==> src/hdl/usbdc_defs.svh <==
`ifndef USBDC_DEFS_SVH
`define USBDC_DEFS_SVH

// command codes
`define USBDC_CMD_ACK_SETUP 8'hF4
`define USBDC_CMD_UNLOCK 8'hB0
`define USBDC_CMD_ADDR_WR 8'hB6
`define USBDC_CMD_ADDR_RD 8'hB7
// command groups, compared against the upper nibble of the code
`define USBDC_GRP_CFG_WR 4'h2
`define USBDC_GRP_CFG_RD 4'h3
`define USBDC_GRP_ERR_RD 4'hA

// endpoint configuration fields
`define USBDC_CFG_EN_BIT 7
`define USBDC_CFG_DIR_BIT 6
`define USBDC_CFG_DBL_BIT 5
`define USBDC_CFG_ISO_BIT 4
`define USBDC_CFG_SIZE_MSB 3
`define USBDC_CFG_SIZE_LSB 0
`define USBDC_CFG_RESET 8'h00

// device address fields
`define USBDC_ADDR_EN_BIT 7
`define USBDC_ADDR_MSB 6
`define USBDC_ADDR_RESET 8'h00
`define USBDC_BUS_RESET_ADDR 7'h00

// endpoint sequence and transfer sizing
`define USBDC_FIRST_EP 4'h0
`define USBDC_LAST_EP 4'hF
`define USBDC_REG_BYTES 11'h001
`define USBDC_ERR_RESET 8'h00

`endif

==> src/hdl/usbdc_pkg.sv <==
package usbdc_pkg;

  // phase of the command decoder
  typedef enum logic [1:0] {
    USBDC_IDLE,
    USBDC_WR,
    USBDC_RD
  } usbdc_phase_t;

  // whole state of the command decoder
  typedef struct packed {
    usbdc_phase_t phase;
    logic [7:0] cmd;
    logic [1:0] words_left;
    logic [15:0] rdata;
    logic [7:0] addr_reg;
    logic [6:0] active_addr;
    logic dev_en;
    logic addr_pending;
    logic locked;
    logic setup_ack;
    logic [15:0][7:0] err_codes;
  } usbdc_state_t;

  // whole state of the endpoint configuration store
  typedef struct packed {
    logic [15:0][7:0] cfg;
    logic [4:0] next_ep;
    logic in_order;
    logic alloc_start;
    logic invalidate;
  } usbdc_epcfg_t;

endpackage : usbdc_pkg

==> src/hdl/usbdc_cmd_decoder.sv <==
`timescale 1ns/100ps
`include "usbdc_defs.svh"

module usbdc_cmd_decoder
  import usbdc_pkg::*;
(
  input wire logic clk,
  input wire logic arst_n,
  input wire logic cmd_wr,
  input wire logic [7:0] cmd_code,
  input wire logic data_wr,
  input wire logic [15:0] wdata,
  input wire logic data_rd,
  input wire logic bus_reset,
  input wire logic status_ack,
  input wire logic lock_req,
  input wire logic err_wr,
  input wire logic [3:0] err_idx,
  input wire logic [7:0] err_code,
  output logic [15:0] rdata_q,
  output logic setup_ack_q,
  output logic [6:0] active_addr_q,
  output logic device_enable_q,
  output logic regs_locked_q,
  output logic [127:0] ep_cfg_q,
  output logic [15:0] fifo_enabled,
  output logic [15:0] endpoint_direction,
  output logic [15:0] dma_write_dir,
  output logic [15:0] double_buffered,
  output logic [15:0] isochronous_select,
  output logic [63:0] fifo_size_code,
  output logic fifo_alloc_start_q,
  output logic fifo_invalidate_q
);

  usbdc_state_t st_q;
  usbdc_state_t st_d;
  logic cfg_wr;
  logic wr_word;
  logic rd_word;
  logic [7:0] cfg_sel;
  logic [7:0] err_sel;

  // word accesses needed for a register of the given byte count
  function automatic logic [1:0] cmd_words(input logic [10:0] nbytes);
    logic [10:0] words;
    words = (nbytes + 11'h001) >> 1;
    cmd_words = words[1:0];
  endfunction : cmd_words

  //////////////////////////////////////////////////////////////////////////////
  // data phase strobes and selected read values
  assign wr_word = (st_q.phase == USBDC_WR) && data_wr;
  assign rd_word = (st_q.phase == USBDC_RD) && data_rd;
  assign cfg_wr = wr_word && (st_q.cmd[7:4] == `USBDC_GRP_CFG_WR) && !st_q.locked;
  assign cfg_sel = ep_cfg_q[cmd_code[3:0]*8 +: 8];
  assign err_sel = st_q.err_codes[cmd_code[3:0]];

  //////////////////////////////////////////////////////////////////////////////
  // next state of the decoder
  always_comb begin
    st_d = st_q;
    st_d.setup_ack = 1'b0;

    // error codes reported by the endpoint engines
    if (err_wr) begin
      st_d.err_codes[err_idx] = err_code;
    end

    // the pending address goes live when the empty status packet is acknowledged
    if (status_ack && st_q.addr_pending) begin
      st_d.active_addr = st_q.addr_reg[`USBDC_ADDR_MSB:0];
      st_d.dev_en = st_q.addr_reg[`USBDC_ADDR_EN_BIT];
      st_d.addr_pending = 1'b0;
    end

    // bus reset: internal address only, the visible register is kept
    if (bus_reset) begin
      st_d.active_addr = `USBDC_BUS_RESET_ADDR;
      st_d.dev_en = 1'b1;
      st_d.addr_pending = 1'b0;
    end

    // data word written for the current command
    if (wr_word) begin
      st_d.words_left = st_q.words_left - 2'h1;
      if (st_q.words_left == 2'h1) begin
        st_d.phase = USBDC_IDLE;
      end
      case (st_q.cmd)
        `USBDC_CMD_UNLOCK: begin
          st_d.locked = 1'b0;
        end
        `USBDC_CMD_ADDR_WR: begin
          if (!st_q.locked) begin
            st_d.addr_reg = wdata[7:0];
            st_d.addr_pending = 1'b1;
          end
        end
        default: begin
          st_d.locked = st_q.locked;
        end
      endcase
    end

    // data word read for the current command
    if (rd_word) begin
      st_d.words_left = st_q.words_left - 2'h1;
      if (st_q.words_left == 2'h1) begin
        st_d.phase = USBDC_IDLE;
      end
    end

    // a new command code always restarts the decoder
    if (cmd_wr) begin
      st_d.cmd = cmd_code;
      st_d.phase = USBDC_IDLE;
      st_d.words_left = 2'h0;
      if (cmd_code == `USBDC_CMD_ACK_SETUP) begin
        st_d.setup_ack = 1'b1;
      end else if (cmd_code == `USBDC_CMD_UNLOCK || cmd_code == `USBDC_CMD_ADDR_WR
          || cmd_code[7:4] == `USBDC_GRP_CFG_WR) begin
        st_d.phase = USBDC_WR;
        st_d.words_left = cmd_words(`USBDC_REG_BYTES);
      end else if (cmd_code == `USBDC_CMD_ADDR_RD) begin
        st_d.phase = USBDC_RD;
        st_d.words_left = cmd_words(`USBDC_REG_BYTES);
        st_d.rdata = {8'h00, st_q.addr_reg};
      end else if (cmd_code[7:4] == `USBDC_GRP_CFG_RD) begin
        st_d.phase = USBDC_RD;
        st_d.words_left = cmd_words(`USBDC_REG_BYTES);
        st_d.rdata = {8'h00, cfg_sel};
      end else if (cmd_code[7:4] == `USBDC_GRP_ERR_RD) begin
        st_d.phase = USBDC_RD;
        st_d.words_left = cmd_words(`USBDC_REG_BYTES);
        st_d.rdata = {8'h00, err_sel};
      end
    end

    // lock request wins over an unlock in the same cycle
    if (lock_req) begin
      st_d.locked = 1'b1;
    end
  end

  // state register
  always_ff @(posedge clk or negedge arst_n) begin
    if (!arst_n) begin
      st_q <= '0;
    end else begin
      st_q <= st_d;
    end
  end

  //////////////////////////////////////////////////////////////////////////////
  // outputs
  assign rdata_q = st_q.rdata;
  assign setup_ack_q = st_q.setup_ack;
  assign active_addr_q = st_q.active_addr;
  assign device_enable_q = st_q.dev_en;
  assign regs_locked_q = st_q.locked;

  // endpoint configuration store and fifo allocation control
  usbdc_ep_cfg u_ep_cfg (
    .clk(clk),
    .arst_n(arst_n),
    .cfg_wr(cfg_wr),
    .cfg_idx(st_q.cmd[3:0]),
    .cfg_wdata(wdata[7:0]),
    .bus_reset(bus_reset),
    .ep_cfg_q(ep_cfg_q),
    .fifo_enabled(fifo_enabled),
    .endpoint_direction(endpoint_direction),
    .dma_write_dir(dma_write_dir),
    .double_buffered(double_buffered),
    .isochronous_select(isochronous_select),
    .fifo_size_code(fifo_size_code),
    .fifo_alloc_start_q(fifo_alloc_start_q),
    .fifo_invalidate_q(fifo_invalidate_q)
  );
endmodule : usbdc_cmd_decoder

==> src/hdl/usbdc_ep_cfg.sv <==
`timescale 1ns/100ps
`include "usbdc_defs.svh"

module usbdc_ep_cfg
  import usbdc_pkg::*;
(
  input wire logic clk,
  input wire logic arst_n,
  input wire logic cfg_wr,
  input wire logic [3:0] cfg_idx,
  input wire logic [7:0] cfg_wdata,
  input wire logic bus_reset,
  output logic [127:0] ep_cfg_q,
  output logic [15:0] fifo_enabled,
  output logic [15:0] endpoint_direction,
  output logic [15:0] dma_write_dir,
  output logic [15:0] double_buffered,
  output logic [15:0] isochronous_select,
  output logic [63:0] fifo_size_code,
  output logic fifo_alloc_start_q,
  output logic fifo_invalidate_q
);

  usbdc_epcfg_t st_q;
  usbdc_epcfg_t st_d;

  // true when a new value changes the memory an endpoint holds
  function automatic logic mem_changed(input logic [7:0] old_v, input logic [7:0] new_v);
    mem_changed = (old_v[`USBDC_CFG_EN_BIT] != new_v[`USBDC_CFG_EN_BIT])
      || (new_v[`USBDC_CFG_EN_BIT]
      && (old_v[`USBDC_CFG_SIZE_MSB:`USBDC_CFG_SIZE_LSB]
      != new_v[`USBDC_CFG_SIZE_MSB:`USBDC_CFG_SIZE_LSB]));
  endfunction : mem_changed

  //////////////////////////////////////////////////////////////////////////////
  // next state: writes, ordered sequence, bus reset
  always_comb begin
    st_d = st_q;
    st_d.alloc_start = 1'b0;
    st_d.invalidate = 1'b0;
    if (cfg_wr) begin
      st_d.cfg[cfg_idx] = cfg_wdata;
      if (mem_changed(st_q.cfg[cfg_idx], cfg_wdata)) begin
        st_d.invalidate = 1'b1;
      end
      // allocation waits for a full in-order pass ending at the last endpoint
      if (cfg_idx == `USBDC_FIRST_EP) begin
        st_d.in_order = 1'b1;
        st_d.next_ep = 5'h01;
      end else if (st_q.in_order && ({1'b0, cfg_idx} == st_q.next_ep)) begin
        st_d.next_ep = st_q.next_ep + 5'h01;
        if (cfg_idx == `USBDC_LAST_EP) begin
          st_d.alloc_start = 1'b1;
          st_d.in_order = 1'b0;
        end
      end else begin
        st_d.in_order = 1'b0;
      end
    end
    // a bus reset disables every endpoint, after any write of the same cycle
    if (bus_reset) begin
      for (int i = 0; i < 16; i++) begin
        st_d.cfg[i][`USBDC_CFG_EN_BIT] = 1'b0;
      end
      st_d.invalidate = 1'b1;
      st_d.in_order = 1'b0;
      st_d.alloc_start = 1'b0;
    end
  end

  // state register
  always_ff @(posedge clk or negedge arst_n) begin
    if (!arst_n) begin
      st_q <= '0;
    end else begin
      st_q <= st_d;
    end
  end

  //////////////////////////////////////////////////////////////////////////////
  // field views of the stored configuration
  always_comb begin
    for (int i = 0; i < 16; i++) begin
      fifo_enabled[i] = st_q.cfg[i][`USBDC_CFG_EN_BIT];
      endpoint_direction[i] = st_q.cfg[i][`USBDC_CFG_DIR_BIT];
      dma_write_dir[i] = st_q.cfg[i][`USBDC_CFG_DIR_BIT];
      double_buffered[i] = st_q.cfg[i][`USBDC_CFG_DBL_BIT];
      isochronous_select[i] = st_q.cfg[i][`USBDC_CFG_ISO_BIT];
      fifo_size_code[i*4 +: 4] = st_q.cfg[i][`USBDC_CFG_SIZE_MSB:`USBDC_CFG_SIZE_LSB];
    end
  end

  assign ep_cfg_q = st_q.cfg;
  assign fifo_alloc_start_q = st_q.alloc_start;
  assign fifo_invalidate_q = st_q.invalidate;
endmodule : usbdc_ep_cfg

==> config.mk <==
export PLATFORM = sky130hd
export DESIGN_NAME = usbdc_cmd_decoder
export DESIGN_NICKNAME = d
export VERILOG_FILES = /design/src/hdl/usbdc_pkg.sv /design/src/hdl/usbdc_cmd_decoder.sv /design/src/hdl/usbdc_ep_cfg.sv
export VERILOG_INCLUDE_DIRS = /design/src /design/src/hdl
export SDC_FILE = /design/constraint.sdc
export NUM_CORES = 1
export LEC_CHECK = 0
export ABC_AREA = 1
export ABC_CLOCK_PERIOD_IN_PS = 2050
export BUFFER_PORTS_ARGS = -buffer_cell sky130_fd_sc_hd__clkbuf_2
export CAP_MARGIN = 40
export CORE_ASPECT_RATIO = 1.4
export CORE_MARGIN = 10
export CORE_UTILIZATION = 56
export DETAILED_ROUTE_END_ITERATION = 16
export PLACE_DENSITY_LB_ADDON = 0.08
export SLEW_MARGIN = 20
export SYNTH_ARGS = -nofsm -noshare
export SYNTH_HDL_FRONTEND = slang
export SYNTH_SLANG_ARGS = --single-unit
export TNS_END_PERCENT = 30
==> constraint.sdc <==
create_clock -name clk -period 2.05 [get_ports clk]
set_input_delay 0.1025 -clock clk [delete_from_list [all_inputs] [get_ports clk]]
set_output_delay 0.1025 -clock clk [all_outputs]
set_load 0.02 [all_outputs]
Yosys cells after proc, flatten, opt, wreduce, memory -nomap -nowiden
Index checks and enable logic that the tools add are counted.
{"block": "word_totals", "regBits": 311, "elab_cells": 179}
{"block": "op_classes", "bitwise_logic": 3, "reduce_logical": 26, "n_mux": 62, "n_eq_ne": 18, "n_shift": 1, "add_sub_neg": 2, "n_lt_le_gt_ge": 5}
{"op": "bitwise mux 128 bit", "n": 2}
{"op": "2-to-1 mux 136 bit", "n": 1}
{"op": "indexed part select 128 x 8 -> 8 bit", "n": 1}
{"op": "binary-select mux 8 bit (select 4 bit)", "n": 2}
{"op": "demux 8 bit (select 4 bit)", "n": 2}
{"op": "2-to-1 mux 17 bit", "n": 3}
{"op": "== test 8 bit (second input constant)", "n": 6}
{"op": "2-to-1 mux 8 bit", "n": 4}
{"op": "2-to-1 mux 2 bit", "n": 14}
{"op": "2-to-1 mux 28 bit", "n": 1}
{"op": "2-to-1 mux 1 bit", "n": 26}
{"op": "2-to-1 mux 18 bit", "n": 1}
{"op": "2-to-1 mux 9 bit", "n": 2}
{"op": "2-to-1 mux 16 bit", "n": 1}
{"op": "less-than comparator 4 x 5 -> 1 bit (second input constant)", "n": 3}
{"op": "== test 4 x 2 -> 1 bit (second input constant)", "n": 3}
{"op": "nonzero test 2 bit", "n": 5}
{"op": "logical AND 1 bit", "n": 9}
{"op": "== test 4 bit (second input constant)", "n": 2}
{"op": ">= comparator 4 x 1 -> 1 bit (second input constant)", "n": 2}
{"op": "2-to-1 mux 6 bit", "n": 1}
{"op": "AND reduction 2 bit", "n": 3}
{"op": "nonzero test 3 bit", "n": 2}
{"op": "adder 5 x 1 -> 5 bit (second input constant)", "n": 1}
{"op": "15 further kinds", "n": 20}

Depth between registers and ports, before layout
Gate-level depths: netlist of run 1.
{"block": "depth", "depth_word": 8, "ltp_mapped": 16}

By module
Synthesis of run 1 repeated with hierarchy kept, for this count alone.
{"block": "hier_totals", "cells_unflattened": 2499, "hier_area_um2": 17922.2}
{"module": "usbdc_cmd_decoder", "seq_area_each_um2": 4179.0, "area_each_um2": 9806.9, "cells_each": 1464, "instances": 1}
{"module": "usbdc_ep_cfg", "seq_area_each_um2": 3403.3, "area_each_um2": 8115.3, "cells_each": 1035, "instances": 1}

Worst setup path after synthesis of run 1
Ideal clock, no wire load.
{"block": "synth_timing", "kind": "register to register", "start": "register st_q[174] (netlist bit)", "end": "register u_ep_cfg.st_q (netlist bit u_ep_cfg.double_buffered[9])", "arrival_time_ps": 1457, "slack_ps": 458, "period_less_slack_ps": 1592, "t_required_ps": 1916, "stages_incl_launch_ff": 9, "n_path_buf": 1, "path_cell_list": "dfrtp_1 nand3b_1 nor2_4 nand2_4 nor3_4 nand2_2 buf_2 nand2_1 o21ai_0"}
{"block": "synth_between", "elab_chain_cells": 4}
{"element": "from (decl)", "line_no": "usbdc_cmd_decoder.sv:36", "source": "usbdc_state_t st_q;"}
{"element": "from (signal assigned)", "line_no": "usbdc_cmd_decoder.sv:151", "source": "st_q <= st_d;"}
{"element": "== test 2 x 1 -> 1 bit", "line_no": "usbdc_cmd_decoder.sv:53", "source": "assign wr_word = (st_q.phase == USBDC_WR) && data_wr;"}
{"element": "logical AND 1 bit", "line_no": "usbdc_cmd_decoder.sv:53"}
{"element": "logical AND 1 bit (2 in a row)", "line_no": "usbdc_cmd_decoder.sv:55", "source": "assign cfg_wr = wr_word && (st_q.cmd[7:4] == `USBDC_GRP_CFG_WR) && !st_q.locked;"}
{"element": "to (signal assigned)", "line_no": "usbdc_ep_cfg.sv:76", "source": "st_q <= st_d;"}
{"element": "to (decl)", "line_no": "usbdc_ep_cfg.sv:24", "source": "usbdc_epcfg_t st_q;"}
Every way passes these cells.
A chain may end at the register's enable or synchronous reset.

Worst setup path in the final report of run 1
{"block": "layout_timing", "start": "register st_q[174] (netlist bit)", "end": "register u_ep_cfg.st_q (netlist bit u_ep_cfg.ep_cfg_q[99])"}
The elaborated chain is that of the path after synthesis.

==> key figures, run 1 <==
Outcome
  • Status: finished, final reports clean

Worst setup path
  • Worst reg2reg path depth: 8
  • Crit path cell chain: nand3b_1 -> nor2_4 -> nand2_4 -> nor2_4 -> nand2_1 -> buf_4 -> nand2_1 -> o21ai_0
  • Setup crit end kind: flip-flop
  • Critical Path Fanout Max: 10
  • Critical R2R Capture: u_ep_cfg.ep_cfg_q[99]$_DFFE_PN0P_
  • Worst path slowest cell: dfrtp_1
  • R2R Setup Slk: around 0.070 ns
  • Worst EP arrival: ~2.4 ns
  • Crit path kind: flip-flop to flip-flop
  • Data required time of the worst path: about 2.5 ns
  • Slowest cell delay on critical path: 0.42 ns
  • Critical path origin: st_q[174]$_DFF_PN0_
  • Critical Path Start Type: flip-flop
  • Worst R2R Start: st_q[174]$_DFF_PN0_

Global routing
  • GRT Total Usage: ~29%
  • Vias in the first global route: 14090
  • Pin count of the biggest net entering global routing: a little over 60
  • Initial antenna violation count: 1
  • First-pass GRT wire length: 85530 um
  • GR Overflow Total: 0

Synth
  • Sequential element share of the synthesized area: 45.27%
  • Mapped Area: 16750 um^2
  • Synth Warn #: 0
  • Yosys top cell by area: dfrtp_1
  • Mean post-synth cell area: a little under 8 um^2
  • Post-synthesis cell type count: between 40 and 50
  • Yosys top cell area share: a little under half
  • Synthesized flop and latch total: approximately 300
  • Main area contributors after synthesis: dfrtp_1 45%, nand2_1 14%, buf_4 14%
  • Post-synth EDFFs: 0
  • Top FF cell, synth: dfrtp_1
  • Most frequent cell after synthesis: nand2_1
  • Async S/R FF share, synth: 100.0%
  • Commonest cells in the netlist: 606 x nand2_1, 362 x o21ai_0, 303 x dfrtp_1
  • Mapped Cells: approximately 2100

Min path
  • WHS Path Cells: 3
  • Worst hold path class: primary input to flip-flop
  • Min-delay src: cmd_wr
  • End point of the worst hold path: st_q[166]$_DFFE_PN0P_

Routing
  • # DRC: 0
  • Post-route ant nets: 0
  • Final wirelength: ~56000 um
  • Routed vias: about 14000
  • Avg WL per Cell: around 22 um
  • Vias/cell: around 5.6
  • DRT iter0 DRCs: around 1100
  • Pre-antenna DRT Iters: 5

Clock network
  • CTS tree: yes
  • Max Buffers Root-to-Sink: 3
  • H-tree depth: 1
  • Clock transition at path regs: 0.07 ns
  • Root Buffer: clkbuf_16
  • Clock latency at the later pin of the worst-skew pair: 0.58 ns
  • Total CTS buffers: 30
  • CTS Sinks: between 300 and 400

Floorplanning
  • Starting Density: around 57%
  • Die Width: ~170 um
  • Core area: around 29000 um^2
  • Std-Cell Rows: 74
  • Die height: between 200 and 250 um
  • Boundary Pins: between 300 and 400
  • Die ar.: about 37000 um^2

Layout
  • Nets: roughly 2200
  • Non-filler cells, final: ~2600
  • Share of cells above drive strength 1: 22.99%
  • Synth-to-Final Area Change: 8.920%
  • Layout fillers: 2661
  • Post-route cell area: 18240 um^2
  • Layout Utilization: 62.15%

STA
  • Fmax: 505.1 MHz
  • RSZ-0062 raised after global routing: false
  • Setup TNS: 0 ns
  • Slew HR: approximately 47%
  • Final Max Slew Viols: 0
  • Worst Slack Setup Final: around 0.070 ns
  • Count of final hold-check violations: 0
  • Worst slew pin tran: ~0.8 ns
  • Crit share post-route: between 90% and 100%
  • Final setup viols: 0
  • Setup Skew: approximately 0.012 ns
  • Crit path time final: 1.980 ns

Power
  • Psw: a little under 0.004 W
  • P_leak: between 9 and 10 nW
  • Switching Fraction: 26.91%
  • Peak supply drop: 0.7753 mV
  • P_int: 0.01068 W
  • Flop pwr share: roughly 47%
  • Power per Cell Area: ~800 nW/um^2
  • Clk pwr share: 41.0%
  • Gate power share: between 10% and 20%

Place
  • Port Buffers: ~330
  • DP HPWL: about 41000 um
  • Post-Place Cell Area: about 17000 um^2
  • Setup WS pre-CTS: 0.05394 ns
  • Gp weighted congestion: just under 1
  • Placed cells: 2501

Job
  • Max cap viols: 0
==> worst max path at each step <==
stage                     depth (start not counted)                                       to  slack (ns)
after floorplan                                   8  u_ep_cfg.double_buffered[9]$_DFFE_PN0P_        0.46
after global placement                           12     u_ep_cfg.fifo_invalidate_q$_DFF_PN0_        0.03
after detailed placement                          8         u_ep_cfg.ep_cfg_q[7]$_DFFE_PN0P_        0.05
after CTS                                         8         u_ep_cfg.ep_cfg_q[7]$_DFFE_PN0P_        0.04
after global routing                              7        u_ep_cfg.ep_cfg_q[91]$_DFFE_PN0P_       0.004
final                                             8        u_ep_cfg.ep_cfg_q[99]$_DFFE_PN0P_        0.07
==> area by class of cell <==
class | count | area [um^2] | area share (%)
diodes | 1 | 2.502 | 0.01372
repair buffers | 423 | 2575 | 14.12
well taps | 380 | 475.5 | 2.606
multi-input cells | 1321 | 6163 | 33.79
flip-flops and latches | 303 | 7585 | 41.58
clock inverters | 11 | 147.6 | 0.8093
clock buffers | 44 | 934.6 | 5.123
inverters | 95 | 359.1 | 1.968
==> flip-flops by register name, indices dropped and copies added (netlist names) <==
name and cells:
st_q 149, u_ep_cfg.dma_write_dir 16, rdata_q 8, u_ep_cfg.st_q 6, u_ep_cfg.double_buffered 16, active_addr_q 7, setup_ack_q 1, regs_locked_q 1
u_ep_cfg.ep_cfg_q 96, u_ep_cfg.fifo_alloc_start_q 1, device_enable_q 1, u_ep_cfg.fifo_invalidate_q 1
==> metrics by stage <==
stage          hold slack (ns)  total power (W)
2_1_floorplan          -0.1931         0.007913
5_1_grt                0.07008          0.01515
4_1_cts                0.01747          0.01463
3_5_place_dp           0.09062         0.008667
6_report               0.03559          0.01461
3_3_place_gp           0.08429         0.008614
==> power groups by stage <==
stage	sequential [W]	combinational (W)	clock, W
6_report	0.00685	0.00178	0.00598
5_1_grt	0.00690	0.00198	0.00627
4_1_cts	0.00683	0.00177	0.00603
3_5_place_dp	0.00693	0.00173	0
3_3_place_gp	0.00692	0.00170	0
2_1_floorplan	0.00686	0.00106	0
==> kinds of logic after synthesis <==
logic type / Yosys count / synth area share, %
xor+xnor: 2 / 0.1046
simple gates: 790 / 19.27
other cells: 1 / 0.02239
compound gates: 519 / 17.03
flops: 303 / 45.27
fa+ha+maj: 2 / 0.1494
buf+inv: 493 / 18.15
==> layer usage <==
metal	vias to the layer above	track usage [%]	routed length, um
met3	113	4.695	3527
met1	6910	33.06	21150
met5	-	0	0
met4	0	13.06	2525
li1	6749	-	-
met2	577	52.42	28920
==> timing repair <==
action,4_1_cts,5_1_grt
setup buffers,0,2
gates resized for setup,0,5
hold buffers,19,0
hold endpoints to repair,338,0
endpoints found under the setup margin,0,16
==> cells in the final DEF (no fill, tap or decap), types with 8 or more instances in the layout <==
cell type,count
dfrtp_1,301
buf_12,13
o211ai_1,36
clkbuf_8,11
nand3_1,44
nand4_1,13
nand2_2,10
clkbuf_2,327
inv_2,11
conb_1,8
o21ai_0,362
a22oi_1,45
inv_1,81
a21oi_1,39
nand2_1,604
clkbuf_16,31
buf_4,63
o21ai_1,21
nor2_1,93
dlygate4sd3_1,19
nor2_4,8
==> critical path, delay by kind of cell (launching register included) <==
family	cells	cell delay, ns
AND/OR/NAND/NOR	6	1.07
flip-flops	1	0.42
buffers and inverters	1	0.26
AO/OA/AOI/OAI	1	0.07
Power figures use the tool's default switching activity.
==> run 2, diff against run 1 <==
--- a/config.mk
+++ b/config.mk
@@ -12,7 +12,7 @@
 export CAP_MARGIN = 40
 export CORE_ASPECT_RATIO = 1.4
 export CORE_MARGIN = 10
-export CORE_UTILIZATION = 56
+export CORE_UTILIZATION = 50
 export DETAILED_ROUTE_END_ITERATION = 16
 export PLACE_DENSITY_LB_ADDON = 0.08
 export SLEW_MARGIN = 20
==> run 2 against run 1 <==
First-iteration DRC count rose by 6.8%. Die area rose by 11%. Utilization fell by 6.8 points. Critical path type unchanged.
==> key figures, run 2 (synthesized netlist as in run 1, its figures left out) <==
Layout
  • Most frequent cells in the layout: 603 x nand2_1, 362 x o21ai_0, 327 x clkbuf_2 (was 604 x nand2_1, 362 x o21ai_0, 327 x clkbuf_2)
  • Non-filler cells, final: 2653 (was 2578)
  • Share of cells above drive strength 1: 23.11% (was 22.99%)
  • Layout fillers: 3226 (was 2661)
  • Layout Utilization: 55.36% (was 62.15%)
  • Nets: 2229 (was 2221)
  • Most flops, register: st_q (unchanged)
  • Synth-to-Final Area Change: 9.786% (was 8.920%)
  • Most common cell after layout, fill and taps aside: nand2_1 (unchanged)
  • Max reg flops: 149 (unchanged)

Routing
  • DRT iter0 DRCs: 1202 (was 1125)
  • # DRC: 0 (unchanged)
  • Vias/cell: 5.393 (was 5.566)
  • Routed vias: 14310 (was 14350)
  • Pre-antenna DRT Iters: 7 (was 5)
  • Final wirelength: 56310 um (was 56120 um)
  • Post-route ant nets: 0 (unchanged)
  • Avg WL per Cell: 21.22 um (was 21.77 um)

Min path
  • End point of the worst hold path: st_q[172]$_DFFE_PN0P_ (was st_q[166]$_DFFE_PN0P_)
  • WHS Path Cells: 3 (unchanged)
  • Worst hold path class: primary input to flip-flop (unchanged)
  • Min-delay src: cmd_wr (unchanged)

Worst setup path
  • Critical R2R Capture: u_ep_cfg.ep_cfg_q[19]$_DFFE_PN0P_ (was u_ep_cfg.ep_cfg_q[99]$_DFFE_PN0P_)
  • R2R Setup Slk: 0.12 ns (was 0.07 ns)
  • Worst reg2reg path depth: 6 (was 8)
  • Crit path cell chain: nand3b_1 -> nor2_4 -> nand2_4 -> inv_2 -> nand3_1 -> o21ai_0 (was nand3b_1 -> nor2_4 -> nand2_4 -> nor2_4 -> nand2_1 -> buf_4 -> nand2_1 -> o21ai_0)
  • Worst path slowest cell: dfrtp_1 (unchanged)
  • Worst EP arrival: 2.41 ns (about the same)
  • Worst R2R Start: st_q[174]$_DFF_PN0_ (unchanged)
  • Crit path kind: flip-flop to flip-flop (unchanged)
  • Critical path origin: st_q[174]$_DFF_PN0_ (unchanged)
  • Setup crit end kind: flip-flop (unchanged)
  • Slowest cell delay on critical path: 0.39 ns (was 0.42 ns)
  • Critical Path Start Type: flip-flop (unchanged)
  • Critical Path Fanout Max: 9 (was 10)
  • Data required time of the worst path: 2.53 ns (was 2.48 ns)

Global routing
  • M3 GR Usage: 4.412% (was 4.695%)
  • Grt peak-use layer: met2 (unchanged)
  • GR Util met2: 46.23% (was 52.42%)
  • Initial antenna violation count: 1 (unchanged)
  • First-pass GRT wire length: 86150 um (was 85530 um)
  • GR Overflow Total: 0 (unchanged)
  • GRT Total Usage: 26.44% (was 29.02%)
  • Vias in the first global route: 14220 (was 14090)
  • Met1 GRT Util: 30.51% (was 33.06%)
  • Pin count of the biggest net entering global routing: 78 (was 61)

STA
  • Worst Slack Setup Final: 0.1186 ns (was 0.07029 ns)
  • RSZ-0062 raised after global routing: true (was false)
  • Crit share post-route: 94.21% (was 96.57%)
  • Worst slew pin tran: 0.7915 ns (was 0.7996 ns)
  • Fmax: 517.8 MHz (was 505.1 MHz)
  • Crit path time final: 1.931 ns (was 1.980 ns)
  • Count of final hold-check violations: 0 (unchanged)
  • Hold WS: 0.04660 ns (was 0.03559 ns)
  • Final setup viols: 0 (unchanged)
  • Slew HR: 46.68% (was 46.63%)
  • Final Max Slew Viols: 0 (unchanged)
  • Setup Skew: 0.01143 ns (was 0.01235 ns)

Clock network
  • Max Buffers Root-to-Sink: 3 (unchanged)
  • Clock transition at path regs: 0.06 ns (was 0.07 ns)
  • Clock latency at the later pin of the worst-skew pair: 0.57 ns (was 0.58 ns)
  • CTS Sinks: 303 (unchanged)
  • Total CTS buffers: 31 (was 30)
  • CTS tree: yes (unchanged)
  • H-tree depth: 1 (unchanged)
  • Root Buffer: clkbuf_16 (unchanged)

Job
  • Max cap viols: 0 (unchanged)

Place
  • Gp weighted congestion: 1.016 (was 0.9854)
  • DP HPWL: 41470 um (was 41150 um)
  • Port Buffers: 328 (unchanged)
  • Placed cells: 2574 (was 2501)
  • Setup WS pre-CTS: 0.04025 ns (was 0.05394 ns)

Outcome
  • Status: finished, final reports clean (unchanged)

Floorplanning
  • Die height: 236.6 um (was 224.6 um)
  • Die Width: 174.7 um (was 166.2 um)
  • Core area: 33210 um^2 (was 29350 um^2)
  • Boundary Pins: 345 (unchanged)
  • Die ar.: 41320 um^2 (was 37320 um^2)
  • Starting Density: 50.43% (was 57.06%)
  • Std-Cell Rows: 79 (was 74)

Power
  • Total power: 0.01453 W (was 0.01461 W)
  • Power per Cell Area: 790.1 nW/um^2 (was 800.6 nW/um^2)
  • P_leak: 9.165 nW (was 9.121 nW)
  • Peak supply drop: 0.6242 mV (was 0.7753 mV)
[run 2: worst max-delay path by stage]
stage                                                    to
floorplan           u_ep_cfg.double_buffered[9]$_DFFE_PN0P_
global placement                     rdata_q[6]$_DFFE_PN0P_
detailed placement                   rdata_q[6]$_DFFE_PN0P_
CTS                       u_ep_cfg.ep_cfg_q[19]$_DFFE_PN0P_
global route              u_ep_cfg.ep_cfg_q[79]$_DFFE_PN0P_
finish                    u_ep_cfg.ep_cfg_q[19]$_DFFE_PN0P_
[run 2: metrics by stage]
stage	TNS, ns	cell area (um^2)
floorplan	0	16770
global placement	0	17110
detailed placement	0	17110
CTS	0	18380
global route	-0.04124	18390
finish	0	18390
[run 2: what timing repair did]
item / CTS / global route
endpoints found under the setup margin: 0 / 7
gates resized for setup: 0 / 3
setup buffers: 0 / 0
endpoints found under the hold margin: 100 / 0
hold buffers: 20 / 0
[run 2: layout make-up]
class / instances / area, um^2 / area share [%]
antenna: 1 / 2.502 / 0.01361
clock buffer: 47 / 935.9 / 5.090
clock inverter: 11 / 136.4 / 0.7417
inverter: 95 / 356.6 / 1.939
multi-input combinational: 1321 / 6161 / 33.51
sequential: 303 / 7584 / 41.24
tap: 445 / 556.8 / 3.028
timing repair buffer: 430 / 2655 / 14.44
[run 2: critical path, delay by kind of cell, from the launching register on]
family,cells,cell delay (ns)
simple gates,4,0.93
buf+inv,1,0.25
compound gates,1,0.27
flops,1,0.39
[run 2: layer usage]
metal  vias up  part of all wire, %
met1      6876                   38
li1       6756                    -
met4         0                  5.2
met5         -                    0
met3       129                  6.5
met2       547                   50
[run 2: where the power goes]
group	leakage [nW]	switching, W	internal [W]	total, W
combinational	4.63	0.00116	0.000618	0.00178
clock	0.532	0.00240	0.00351	0.00591
sequential	4.00	0.000309	0.00653	0.00684
total	9.16	0.00387	0.0107	0.0145
